==> src/mwc_pkg.sv <==
// mwc_pkg: constants and carrier types for the wake-up / checksum control bank.
// assumes a plain strobe register port; offsets below are register indexes.
package mwc_pkg;
   // register indexes as printed; byte address is four times the index
   localparam logic [7:0] MWC_IDX_FILTER_LOAD = 8'h0B;
   localparam logic [7:0] MWC_IDX_WAKE_CSR    = 8'h0C;
   localparam logic [7:0] MWC_IDX_CSUM_CTRL   = 8'h0D;
   localparam logic [7:0] MWC_IDX_IRQ_STATUS  = 8'h20;
   localparam logic [7:0] MWC_IDX_IRQ_MASK    = 8'h21;
   localparam logic [7:0] MWC_IDX_MAC_CTRL    = 8'h22;
   localparam logic [9:0] MWC_ADDR_FILTER_LOAD = {MWC_IDX_FILTER_LOAD, 2'b00};
   localparam logic [9:0] MWC_ADDR_WAKE_CSR    = {MWC_IDX_WAKE_CSR, 2'b00};
   localparam logic [9:0] MWC_ADDR_CSUM_CTRL   = {MWC_IDX_CSUM_CTRL, 2'b00};
   localparam logic [9:0] MWC_ADDR_IRQ_STATUS  = {MWC_IDX_IRQ_STATUS, 2'b00};
   localparam logic [9:0] MWC_ADDR_IRQ_MASK    = {MWC_IDX_IRQ_MASK, 2'b00};
   localparam logic [9:0] MWC_ADDR_MAC_CTRL    = {MWC_IDX_MAC_CTRL, 2'b00};

   // wake control / status fields
   localparam int MWC_GUE_BIT  = 9;
   localparam int MWC_WAKE_FRAME_RECEIVED_FLAG_BIT = 6;
   localparam int MWC_MPR_BIT  = 5;
   localparam int MWC_REMOTE_WAKE_ENABLE_BIT = 2;
   localparam int MWC_WAKE_PACKET_ENABLE_BIT = 1;
   // checksum control fields
   localparam int MWC_TXEN_BIT   = 16;
   localparam int MWC_RXMODE_BIT = 1;
   localparam int MWC_RXEN_BIT   = 0;
   // mac control pad strip position
   localparam int MWC_PAD_BIT = 8;
   // interrupt status / mask layout
   localparam int MWC_IRQ_FRAME_BIT  = 0;
   localparam int MWC_IRQ_PACKET_BIT = 1;
   localparam int MWC_IRQ_UNI_BIT    = 2;

   localparam logic [31:0] MWC_WAKE_CSR_WMASK  = 32'h00000206;
   localparam logic [31:0] MWC_CSUM_CTRL_WMASK = 32'h00010003;
   localparam logic [31:0] MWC_MAC_CTRL_WMASK  = 32'h00000100;
   localparam logic [31:0] MWC_RESET_WORD      = 32'h00000000;
   localparam logic [2:0]  MWC_IRQ_RESET       = 3'h0;

   localparam int          MWC_FILTER_WORDS = 8;
   localparam logic [2:0]  MWC_PTR_RESET    = 3'h0;
   localparam logic [2:0]  MWC_PTR_LAST     = 3'h7;
   // rx checksum start offset in mode 0, in bytes
   localparam logic [7:0]  MWC_RX_START_BYTES = 8'h0E;

   typedef struct packed {
      logic       global_unicast_wake_enable;
      logic       remote_wake_enable;
      logic       wake_packet_enable;
   } mwc_wake_cfg_s;

   typedef struct packed {
      logic       tx_checksum_engine_enable;
      logic       rx_checksum_start_mode;
      logic       rx_checksum_engine_enable;
      logic       auto_pad_strip;
   } mwc_csum_cfg_s;

   typedef struct packed {
      logic       frame_match;
      logic       packet_match;
      logic       unicast_seen;
   } mwc_wake_evt_s;
endpackage

==> src/mwc_bank.sv <==
// mwc_bank: wake-up filter loading, wake control/status, checksum offload control.
// assumes a single-cycle strobe master on core_clk; matchers live outside and
// report their hits as one-cycle event pulses.
// Notes on behaviour
// RULE1: filter writes land in the word the pointer selects, then pointer advances.
// RULE2: after the eighth filter word the pointer wraps to word zero.
// RULE3: filter load register is 32-bit write-only, filter words reset to zero.
// RULE4: with global unicast wake set, a unicast destination frame raises wake.
// RULE5: a matching remote wake frame sets the frame-received flag.
// RULE6: a valid wake packet sets the packet-received flag.
// RULE7: remote wake enable gates filter-based wake detection.
// RULE8: wake packet enable gates wake on address-repeat packets.
// RULE9: tx checksum enable zero bypasses the engine, one enables it.
// RULE10: software changes tx checksum enable only with the tx path off.
// RULE11: rx start mode zero starts at byte 14, one at layer-3 start.
// RULE12: software changes rx start mode only with the rx path off.
// RULE13: rx checksum enable zero bypasses the engine, one enables it.
// RULE14: software changes rx checksum enable only with the rx path off.
// RULE15: software never enables rx checksum and pad stripping together.
// RULE16: reserved control bits read zero and ignore writes.
`timescale 1ns/1ps
`default_nettype none
module mwc_bank
   import mwc_pkg::*;
(
   input  wire logic          core_clk,
   input  wire logic          reset_n,
   input  wire logic          clk_en,
   input  wire logic          soft_reset,
   input  wire logic [9:0]    reg_addr,
   input  wire logic [31:0]   reg_wdata,
   input  wire logic          reg_wr,
   input  wire logic          reg_rd,
   output logic [31:0]        reg_rdata,
   input  wire mwc_wake_evt_s wake_evt,
   output mwc_wake_cfg_s      wake_cfg,
   output mwc_csum_cfg_s      csum_cfg,
   output logic [7:0]         rx_start_offset,
   output logic [255:0]       wake_filter_words,
   output logic               wake_up,
   output logic               irq
);
   // filter store kept as an array; flattened to the matcher through a flop
   logic [31:0] wake_filter_word_q [MWC_FILTER_WORDS];
   logic [2:0]  ptr_q, ptr_d;
   logic [31:0] wake_csr_q, csum_q, mac_ctrl_q;
   logic [2:0]  irq_stat_q, irq_mask_q, irq_stat_d;
   logic [31:0] rdata_d;

   function automatic logic [31:0] masked_write(input logic [31:0] old_v,
                                                input logic [31:0] new_v,
                                                input logic [31:0] mask);
      masked_write = (new_v & mask) | (old_v & ~mask);
   endfunction

   // address decode
   wire wr_filter = reg_wr && (reg_addr == MWC_ADDR_FILTER_LOAD);
   wire wr_wake   = reg_wr && (reg_addr == MWC_ADDR_WAKE_CSR);
   wire wr_csum   = reg_wr && (reg_addr == MWC_ADDR_CSUM_CTRL);
   wire wr_istat  = reg_wr && (reg_addr == MWC_ADDR_IRQ_STATUS);
   wire wr_imask  = reg_wr && (reg_addr == MWC_ADDR_IRQ_MASK);
   wire wr_mac    = reg_wr && (reg_addr == MWC_ADDR_MAC_CTRL);
   wire any_reset = !reset_n || soft_reset;

   // qualified wake events; enables gate detection at the source
   wire frame_hit  = wake_evt.frame_match && wake_csr_q[MWC_REMOTE_WAKE_ENABLE_BIT];   // RULE7
   wire packet_hit = wake_evt.packet_match && wake_csr_q[MWC_WAKE_PACKET_ENABLE_BIT];  // RULE8
   wire uni_hit    = wake_evt.unicast_seen && wake_csr_q[MWC_GUE_BIT];   // RULE4
   wire wake_d     = frame_hit || packet_hit || uni_hit;

   // pointer steps once per filter write and wraps after the last word
   assign ptr_d = (ptr_q == MWC_PTR_LAST) ? MWC_PTR_RESET : ptr_q + 3'h1; // RULE2

   // sticky interrupt status; set beats a write-one clear in the same cycle
   assign irq_stat_d = (irq_stat_q & ~(wr_istat ? reg_wdata[2:0] : 3'h0))
                     | {uni_hit, packet_hit, frame_hit};

   // read mux; filter load reads zero since it is write-only
   assign rdata_d =
      (reg_addr == MWC_ADDR_WAKE_CSR)   ? wake_csr_q :
      (reg_addr == MWC_ADDR_CSUM_CTRL)  ? csum_q :
      (reg_addr == MWC_ADDR_IRQ_STATUS) ? {29'h0, irq_stat_q} :
      (reg_addr == MWC_ADDR_IRQ_MASK)   ? {29'h0, irq_mask_q} :
      (reg_addr == MWC_ADDR_MAC_CTRL)   ? mac_ctrl_q : 32'h00000000; // RULE3

   // filter pointer and storage
   always_ff @(posedge core_clk) begin
      if (any_reset) begin
         ptr_q <= MWC_PTR_RESET; // RULE1
         for (int i = 0; i < MWC_FILTER_WORDS; i++) begin
            wake_filter_word_q[i] <= MWC_RESET_WORD; // RULE3
         end
      end else if (clk_en && wr_filter) begin
         wake_filter_word_q[ptr_q] <= reg_wdata; // RULE1
         ptr_q                     <= ptr_d;
      end
   end

   // wake control/status: flags set by hardware, only enable bits writable
   always_ff @(posedge core_clk) begin
      if (any_reset) begin
         wake_csr_q <= MWC_RESET_WORD;
      end else if (clk_en) begin
         wake_csr_q <= masked_write(wake_csr_q, reg_wdata,
                                    wr_wake ? MWC_WAKE_CSR_WMASK : 32'h0); // RULE16
         if (frame_hit) wake_csr_q[MWC_WAKE_FRAME_RECEIVED_FLAG_BIT] <= 1'b1; // RULE5
         if (packet_hit) wake_csr_q[MWC_MPR_BIT] <= 1'b1; // RULE6
      end
   end

   // checksum and pad-strip control; software keeps them exclusive
   always_ff @(posedge core_clk) begin
      if (any_reset) begin
         csum_q     <= MWC_RESET_WORD;
         mac_ctrl_q <= MWC_RESET_WORD;
      end else if (clk_en) begin
         if (wr_csum) csum_q <= masked_write(csum_q, reg_wdata, MWC_CSUM_CTRL_WMASK); // RULE16
         if (wr_mac) mac_ctrl_q <= masked_write(mac_ctrl_q, reg_wdata, MWC_MAC_CTRL_WMASK);
      end
   end

   // interrupt status and mask
   always_ff @(posedge core_clk) begin
      if (any_reset) begin
         irq_stat_q <= MWC_IRQ_RESET;
         irq_mask_q <= MWC_IRQ_RESET;
      end else if (clk_en) begin
         irq_stat_q <= irq_stat_d;
         if (wr_imask) irq_mask_q <= reg_wdata[2:0];
      end
   end

   // registered outputs; engines see settings one cycle after the write
   always_ff @(posedge core_clk) begin
      if (any_reset) begin
         reg_rdata         <= MWC_RESET_WORD;
         wake_cfg          <= '0;
         csum_cfg          <= '0;
         rx_start_offset   <= MWC_RX_START_BYTES;
         wake_filter_words <= '0;
         wake_up           <= 1'b0;
         irq               <= 1'b0;
      end else if (clk_en) begin
         reg_rdata <= reg_rd ? rdata_d : 32'h00000000;
         wake_cfg  <= '{global_unicast_wake_enable: wake_csr_q[MWC_GUE_BIT],
                        remote_wake_enable:         wake_csr_q[MWC_REMOTE_WAKE_ENABLE_BIT],
                        wake_packet_enable:         wake_csr_q[MWC_WAKE_PACKET_ENABLE_BIT]};
         csum_cfg  <= '{tx_checksum_engine_enable: csum_q[MWC_TXEN_BIT],      // RULE9
                        rx_checksum_start_mode:    csum_q[MWC_RXMODE_BIT],
                        rx_checksum_engine_enable: csum_q[MWC_RXEN_BIT],      // RULE13
                        auto_pad_strip:            mac_ctrl_q[MWC_PAD_BIT]};  // RULE15
         // zero means layer-3 start found by the engine past tags/snap
         rx_start_offset <= csum_q[MWC_RXMODE_BIT] ? 8'h00 : MWC_RX_START_BYTES; // RULE11
         for (int i = 0; i < MWC_FILTER_WORDS; i++) begin
            wake_filter_words[32*i +: 32] <= wake_filter_word_q[i];
         end
         wake_up <= wake_d; // RULE4
         irq     <= |(irq_stat_d & irq_mask_q);
      end
   end
endmodule
`default_nettype wire

==> config.mk <==
export PLATFORM = sky130hd
export DESIGN_NAME = mwc_bank
export DESIGN_NICKNAME = d
export VERILOG_FILES = /design/src/mwc_pkg.sv /design/src/mwc_bank.sv
export SDC_FILE = /design/constraint.sdc
export NUM_CORES = 1
export LEC_CHECK = 0
export ABC_AREA = 1
export BUFFER_PORTS_ARGS = -buffer_cell sky130_fd_sc_hd__buf_2
export CAP_MARGIN = 20
export CORE_MARGIN = 1.5
export CORE_UTILIZATION = 55
export DETAILED_ROUTE_END_ITERATION = 12
export HOLD_SLACK_MARGIN = 0.02
export PLACE_DENSITY = 0.83
export SYNTH_ARGS = -nofsm -noshare
export SYNTH_HDL_FRONTEND = slang
export SYNTH_SLANG_ARGS = --single-unit
==> constraint.sdc <==
create_clock -name core_clk -period 2.4 [get_ports core_clk]
set_input_delay 0 -clock core_clk [delete_from_list [all_inputs] [get_ports core_clk]]
set_output_delay 0 -clock core_clk [all_outputs]
set_load 0.05 [all_outputs]
==> results of run 1 <==
cell type report:
| cell class | instances | area share (%) |
|---|---|---|
| flip-flops and latches | 549 | 57.3 |
| clock buffers | 81 | 6.79 |
| clock inverters | 17 | 0.392 |
| multi-input cells | 1205 | 21.5 |
| well taps | 455 | 2.41 |
| repair buffers | 425 | 10.6 |
| inverters | 58 | 0.984 |
logic make-up after synthesis:
logic type	count (synthesis)	synth area share, %
and+or+nand+nor	888	17.6
adders and majority gates	2	0.128
AOI/OAI and AO/OA	310	8.05
buffers and inverters	207	4.85
DFF	549	69.4
other	1	0.0192
report_power, final:
part | internal [mW] | total, mW | switching [mW] | leakage, nW
registers | 10.0 | 10.1 | 0.0966 | 5.22
clock network | 4.60 | 8.03 | 3.42 | 0.840
logic | 0.237 | 1.13 | 0.888 | 3.87
metrics by stage:
stage / util [%] / cells / power, mW / hold WS (ns) / area [µm²]
after global placement: 61.9 / 2646 / 11.3 / 0.285 / 21500
after detailed placement: 61.9 / 2646 / 11.4 / 0.294 / 21500
final: 68.1 / 2790 / 19.3 / 0.0222 / 23600
after global routing: 68.1 / 2790 / 19.8 / 0.0424 / 23600
after CTS: 68.1 / 2790 / 19.3 / 0.0210 / 23600
after floorplan: - / 1961 / 11.0 / 0.156 / 19500
state kept, by name, indices dropped and copies added (netlist names):
name / cells
csum_q: 3
irq: 1
reg_rdata: 9
ptr_q: 3
csum_cfg: 4
rx_start_offset: 1
wake_up: 1
irq_mask_q: 3
wake_cfg: 3
wake_csr_q: 5
wake_filter_word_q: 256
irq_stat_q: 3
wake_filter_words: 256
mac_ctrl_q: 1
routing by layer:
layer  track usage, %  up-vias  wire, µm
met5                0        -         0
met4             12.5        0      2290
met3             4.83      158      4650
met2             47.6      824     25800
met1             37.4     7310     20900
li1                 -     7032         -
worst reg2reg max path, stage by stage, from the launching register on:
cell and delay (ns):
dfxtp_1 0.44, nor3_4 0.31, nand2_1 0.12, nand2_2 0.24, buf_12 0.22
repair_timing:
| item | 4_1_cts | 5_1_grt |
|---|---|---|
| hold buffers | 46 | 1 |
| setup endpoints to repair | 0 | 72 |
| buffers inserted | 0 | 0 |
| hold endpoints to repair | 146 | 2 |
| resized for setup | 0 | 1 |
synth_stat cells:
library cell | count | share of area, %
inv_1 | 51 | 0.98
buf_1 | 3 | 0.058
nand3_1 | 17 | 0.44
buf_2 | 46 | 1.2
o21bai_1 | 1 | 0.038
dfxtp_1 | 293 | 30
nand4_2 | 4 | 0.26
inv_2 | 2 | 0.038
conb_1 | 1 | 0.019
nand2_1 | 574 | 11
nor3_4 | 1 | 0.083
nand4_1 | 5 | 0.16
nor3_1 | 3 | 0.077
nor2_2 | 2 | 0.064
edfxtp_1 | 256 | 39
a21oi_1 | 286 | 7.3
o21ai_0 | 15 | 0.38
a31oi_1 | 3 | 0.096
nand3_2 | 1 | 0.051
a311oi_1 | 1 | 0.045
clkinv_1 | 5 | 0.096
ha_1 | 2 | 0.13
clkbuf_1 | 70 | 1.3
o2111ai_1 | 1 | 0.045
nor2_1 | 280 | 5.4
or2_2 | 1 | 0.032
buf_4 | 30 | 1.2
a211oi_1 | 3 | 0.12
path summary, 6_finish.rpt:
kind | start | end | cells after the start
worst max-delay path | soft_reset | wake_filter_word_q[2][24] | 9
worst min-delay path | reg_addr[0] | ptr_q[2] | 4
worst min register to register | wake_filter_words[29] | wake_filter_words[29] | 2
worst max register to register | ptr_q[0] | wake_filter_word_q[2][24] | 4
cell usage in the layout, fill, tap and decap left out, types with 6 or more instances in the layout:
master / Yosys / final
edfxtp_1: 256 / 256
clkinv_2: 0 / 7
dfxtp_1: 293 / 293
buf_4: 30 / 23
inv_1: 51 / 50
nor2_1: 280 / 280
clkbuf_8: 0 / 11
clkinv_1: 5 / 12
buf_2: 46 / 349
buf_12: 0 / 6
dlygate4sd3_1: 0 / 46
nand2_1: 574 / 566
nand3_1: 17 / 17
clkbuf_1: 70 / 14
a21oi_1: 286 / 286
nand2_2: 0 / 8
clkbuf_16: 0 / 56
o21ai_0: 15 / 15
==> impl_metrics.sql, run 1 <==
INSERT INTO impl_metrics (metric_group, metric, value, unit) VALUES
('sta', 'report.final.setup_viol', '0', ''),
('setup_path', 'cp_buf_inv_count', '5', ''),
('sta', 'clock-skew-final', '0.0206', 'ns'),
('place', 'place.detailed.hpwl', '32500', 'µm'),
('setup_path', 'critical_path.slowest_cell', 'dlygate4sd3_1', ''),
('yosys', 'synthesis.area', '0.0195', 'mm²'),
('status', 'outcome', 'completed', ''),
('sta', 'timing_hold_violations_final', '0', ''),
('layout', 'sequential_area', '0.0136', 'mm²'),
('sta', 'setup-tns-final', '0', 'ns'),
('setup_path', 'crit_end_category', 'flip-flop', ''),
('floorplanning', 'die_area', '0.0367', 'mm²'),
('power_and_ir_drop', 'cellLeakagePower', '9.93', 'nW'),
('layout', 'layout-drive-gt1-share', '20.4', '%'),
('clock_network', 'cts.path.max_buffers', '3', ''),
('grt', 'grt_antenna_before_repair', '0', ''),
('route', 'number_of_vias_in_the_routed_layout', '15300', ''),
('clock_network', 'later_pin_clock_latency_in_the_skew_report', '0.58', 'ns'),
('sta', 'finalCritPeriodShare', '91.6', '%'),
('floorplanning', 'chipHeight', '191', 'µm'),
('layout', 'layout-area-overhead-vs-synth', '21.0', '%'),
('grt', 'global_route.usage.total', '28.8', '%'),
('sta', 'pins_over_their_slew_limit', '0', ''),
('layout', 'nets', '2344', ''),
('yosys', 'number_of_register_bits_inferred_by_synthesis', '549', ''),
('route', 'post_drt_via_cell_ratio', '5.49', ''),
('sta', 'finalCriticalPeriod', '2.20', 'ns'),
('clock_network', 'clk_pin_slew', '0.07', 'ns'),
('power_and_ir_drop', 'worst_ir_drop_vdd', '0.660', 'mV'),
('grt', 'first_global_vias', '14100', ''),
('clock_network', 'cts-htree-levels', '2', ''),
('yosys', 'synthesis.instances', '1957', ''),
('layout', 'multiInputGateArea', '0.00507', 'mm²'),
('setup_path', 'critical_path_arrival', '2.46', 'ns'),
('setup_path', 'cell_family_with_the_largest_share_of_critical_path_delay', 'buffers and inverters', ''),
('clock_network', 'tritoncts_num_sinks', '549', ''),
('sta', 'setup_repair_after_global_routing_missed_its_margin', 'no', ''),
('route', 'detail_route.first_pass.iterations', '7', ''),
('grt', 'wire_length_of_the_first_global_routing_pass', '79800', 'µm'),
('yosys', 'netlist-cell-type-count', '28', ''),
('setup_path', 'crit_required', '2.66', 'ns'),
('clock_network', 'clockRootBuffer', 'clkbuf_16', ''),
('sta', 'least_setup_slack_across_all_paths_after_layout', '0.202', 'ns'),
('yosys', 'yosys_warnings', '0', ''),
('sta', 'worst_slew_margin_rel', '19.2', '%'),
('setup_path', 'cp_cell_sequence', 'dlygate4sd3_1, buf_2, nor2_2, dlygate4sd3_1, inv_8, nor3_4, nand2_1, nand2_2, buf_12', ''),
('worst_hold_path', 'worst_hold_path_type', 'in -> reg', ''),
('setup_path', 'crit_path_start_kind', 'input pin', ''),
('yosys', 'synth_area_per_cell', '9.98', 'µm²'),
('floorplanning', 'floorplan.initialDensity', '56.3', '%'),
('clock_network', 'tritoncts_clock_tree', 'yes', ''),
('route', 'antenna_violating_nets_post_route', '0', ''),
('sta', 'worstMarginPinSlew', '1.21', 'ns'),
('route', 'finalWirelength', '53600', 'µm'),
('setup_path', 'cp_common_cell', 'dlygate4sd3_1', ''),
('layout', 'fill_cells', '2543', ''),
('setup_path', 'worst_path_max_fanout', '49', ''),
('setup_path', 'r2r_slack', '0.76', 'ns'),
('layout', 'diodes', '0', ''),
('route', 'wl_per_cell', '19.2', 'µm'),
('floorplanning', 'floorplan.io_pins', '356', ''),
('route', 'dr.first_iter.drc_count', '1521', ''),
('grt', 'grt_start_max_net_pins', '218', ''),
('floorplanning', 'rows', '68', ''),
('power_and_ir_drop', 'pwr_density_cell', '815', 'mW/mm²'),
('route', 'post-route-drc-count', '0', ''),
('yosys', 'synth.yosys.seq_area_share', '69.4', '%'),
('setup_path', 'timing.setup.critical_path_class', 'in -> reg', ''),
('grt', 'globalRoute.totalOverflow', '0', ''),
('place', 'gp_routability_congestion', '0.880', ''),
('clock_network', 'number_of_buffers_created_by_cts', '52', ''),
('place', 'post-place-ws', '0.488', 'ns'),
('sta', 'fmax', '455', 'MHz'),
('floorplanning', 'die-width', '191', 'µm'),
('run', 'cap_viol_max_count', '0', ''),
('floorplanning', 'fp.coreArea', '0.0347', 'mm²'),
('setup_path', 'cp_slowest_stage_delay', '0.68', 'ns'),
('place', 'numPortBuffers', '350', '');
No activity file was read; power rests on OpenSTA's default activity.
==> run 2, diff against run 1 <==
Settings changed: CORE_UTILIZATION 55 to 50, PLACE_DENSITY 0.83 to 0.8, RECOVER_POWER set to 25.
Clock period 2.4 ns to 1.8 ns, I/O delays scaled along.
==> run 2 against run 1 <==
Net effect: global-route usage down 2.1 points; setup slack worse by 0.14 ns; clock skew up 0.0048 ns; critical endpoint is now irq_stat_q[2]; clock power up 46%; power up 39%; first-iteration DRC count down 7.7%.
==> impl_metrics.sql, run 2 (same netlist as run 1, synthesis figures left out) <==
INSERT INTO impl_metrics (metric_group, metric, value, unit) VALUES
('clock_network', 'number_of_buffers_created_by_cts', '53', ''),
('worst_hold_path', 'worstHoldPathCells', '3', ''),
('layout', 'mostFrequentLayoutCells', 'nand2_1, dfxtp_1, a21oi_1, nor2_1, edfxtp_1', ''),
('setup_path', 'cp_cell_sequence', 'dlygate4sd3_1, buf_2, nor2_2, buf_4, nand3_2, nor2_4, nand3_1, nand2_1, a21oi_1, dlygate4sd3_1', ''),
('sta', 'fmax', '575', 'MHz'),
('route', 'post_drt_via_cell_ratio', '5.27', ''),
('layout', 'sequential_area', '0.0136', 'mm²'),
('sta', 'finalCriticalPeriod', '1.74', 'ns'),
('sta', 'setup-tns-final', '0', 'ns'),
('grt', 'use_met1', '35.0', '%'),
('setup_path', 'crit_required', '2.26', 'ns'),
('place', 'gp_routability_congestion', '0.827', ''),
('sta', 'worst_slew_margin_rel', '27.2', '%'),
('setup_path', 'critical_path_arrival', '2.20', 'ns'),
('layout', 'nets', '2359', ''),
('power_and_ir_drop', 'cellLeakagePower', '9.40', 'nW'),
('setup_path', 'critical_path.slowest_cell', 'dlygate4sd3_1', ''),
('layout', 'fill_cells', '3192', ''),
('route', 'wl_per_cell', '19.2', 'µm'),
('power_and_ir_drop', 'worst_ir_drop_vdd', '0.792', 'mV'),
('worst_hold_path', 'worst_hold_startpoint', 'clk_en', ''),
('clock_network', 'tritoncts_clock_tree', 'yes', ''),
('clock_network', 'tritoncts_num_sinks', '549', ''),
('clock_network', 'clk_pin_slew', '0.06', 'ns'),
('setup_path', 'regToRegStartpoint', 'ptr_q[0]', ''),
('power_and_ir_drop', 'pwr_density_cell', '1120', 'mW/mm²'),
('grt', 'grtUsageMet2', '43.9', '%'),
('sta', 'setup_repair_after_global_routing_missed_its_margin', 'no', ''),
('grt', 'first_global_vias', '14400', ''),
('place', 'numPortBuffers', '350', ''),
('setup_path', 'worst_path_max_fanout', '6', ''),
('floorplanning', 'fp.coreArea', '0.0386', 'mm²'),
('sta', 'report.final.setup_viol', '0', ''),
('clock_network', 'cts-htree-levels', '2', ''),
('worst_hold_path', 'worst_hold_path.endpoint', 'csum_cfg[1]', ''),
('route', 'dr.first_iter.drc_count', '1404', ''),
('layout', 'commonest_non_fill_non_tap_cell_in_the_layout', 'nand2_1', ''),
('status', 'outcome', 'completed', ''),
('layout', 'layout-drive-gt1-share', '14.4', '%'),
('route', 'finalWirelength', '55000', 'µm'),
('layout', 'multiInputGateArea', '0.00510', 'mm²'),
('route', 'number_of_vias_in_the_routed_layout', '15100', ''),
('grt', 'grt_util_met3', '4.71', '%'),
('setup_path', 'worstReg2RegEnd', 'wake_filter_word_q[4][27]', ''),
('clock_network', 'cts.path.max_buffers', '3', ''),
('worst_hold_path', 'worst_hold_path_type', 'in -> reg', ''),
('setup_path', 'worst_r2r_path_depth', '4', ''),
('layout', 'reg.largest.list', 'wake_filter_word_q (256), wake_filter_words (256), reg_rdata (9)', ''),
('route', 'detail_route.first_pass.iterations', '6', ''),
('place', 'dp_cells', '2714', ''),
('sta', 'clock-skew-final', '0.0255', 'ns'),
('floorplanning', 'floorplan.io_pins', '356', ''),
('grt', 'grt_most_used_layer', 'met2', ''),
('floorplanning', 'chipHeight', '201', 'µm'),
('setup_path', 'crit_path_start_kind', 'input pin', ''),
('sta', 'worstMarginPinSlew', '1.09', 'ns'),
('setup_path', 'crit_end_category', 'flip-flop', ''),
('setup_path', 'cp_common_cell', 'dlygate4sd3_1', ''),
('floorplanning', 'rows', '72', ''),
('floorplanning', 'die-width', '201', 'µm'),
('grt', 'globalRoute.totalOverflow', '0', ''),
('grt', 'global_route.usage.total', '26.7', '%'),
('grt', 'wire_length_of_the_first_global_routing_pass', '81900', 'µm'),
('grt', 'grt_antenna_before_repair', '0', ''),
('floorplanning', 'die_area', '0.0403', 'mm²'),
('layout', 'number_of_standard_cells_in_the_layout_taps_in_and_fillers_out', '2868', ''),
('setup_path', 'timing.setup.critical_path_class', 'in -> reg', ''),
('clock_network', 'later_pin_clock_latency_in_the_skew_report', '0.60', 'ns'),
('grt', 'grt_start_max_net_pins', '226', ''),
('layout', 'layout-area-overhead-vs-synth', '22.4', '%'),
('place', 'place.detailed.hpwl', '33400', 'µm'),
('route', 'post-route-drc-count', '0', ''),
('run', 'cap_viol_max_count', '0', ''),
('setup_path', 'r2r_slack', '0.29', 'ns'),
('sta', 'timing_hold_violations_final', '0', ''),
('setup_path', 'cp_slowest_stage_delay', '0.58', 'ns'),
('sta', 'pins_over_their_slew_limit', '0', ''),
('clock_network', 'clockRootBuffer', 'clkbuf_16', ''),
('route', 'antenna_violating_nets_post_route', '0', ''),
('floorplanning', 'floorplan.initialDensity', '50.7', '%'),
('sta', 'finalCritPeriodShare', '96.7', '%'),
('layout', 'diodes', '0', '');
-- run 2: cell types whose count changed in the layout (fill, tap and decap cells not counted), moves of 3 or more --
cell           before  now
buf_2             349  185
clkbuf_1           14  170
dlygate4sd3_1      46   54
buf_12              6   13
bufinv_16           0    7
clkinv_1           12    7
clkinv_4            0    4
nor2_1            280  276
clkinvlp_4          0    3
-- run 2: metrics by stage --
stage | hold slack (ns) | setup WS (ns) | cell area, µm² | utilization (%) | total power [mW]
2_1_floorplan | 0.156 | 0.0123 | 19600 | - | 14.6
3_3_place_gp | 0.336 | 0.188 | 21700 | 56.2 | 15.2
3_5_place_dp | 0.337 | 0.177 | 21700 | 56.2 | 15.2
4_1_cts | 0.0252 | 0.0103 | 24100 | 62.5 | 26.9
5_1_grt | 0.0626 | 0.0122 | 23900 | 62.0 | 27.5
6_report | 0.0170 | 0.0601 | 23900 | 62.0 | 26.7
-- run 2: final cells by class --
cell class	instances	area share, %
sequential	549	56.7
multi-input combinational	1205	21.3
timing repair buffer	439	10.5
clock buffer	69	6.26
tap	518	2.71
clock inverter	30	1.53
inverter	58	0.947
-- run 2: worst max path at each step --
stage,cells past startpoint,end,start
final,10,irq_stat_q[2],reg_addr[0]
after floorplan,8,wake_filter_word_q[0][0],reg_addr[1]
after detailed placement,9,wake_filter_word_q[4][21],reg_addr[1]
after CTS,10,irq_stat_q[2],reg_addr[0]
after global placement,9,wake_filter_word_q[4][17],reg_addr[6]
after global routing,11,reg_rdata[0],reg_addr[0]
-- run 2: worst max-delay path, delay by kind of cell --
family | cells | cell delay [ns]
compound gates | 1 | 0.07
buf+inv | 4 | 1.41
simple gates | 5 | 0.73
-- run 2: routing by layer --
metal	wire (µm)	vias up
met5	0	-
met4	2110	0
met3	4760	129
met2	26300	694
met1	21900	7231
li1	-	7051
-- run 2: power by group --
| group | internal [mW] | total (mW) | switching [mW] |
|---|---|---|---|
| Clock | 6.91 | 11.7 | 4.78 |
| Combinational | 0.340 | 1.55 | 1.21 |
| Sequential | 13.4 | 13.5 | 0.131 |
-- run 2: what timing repair did --
action	4_1_cts	5_1_grt
buffers inserted	0	1
hold buffers	54	0
hold endpoints to repair	200	0
gates resized for setup	0	8
setup endpoints to repair	0	6
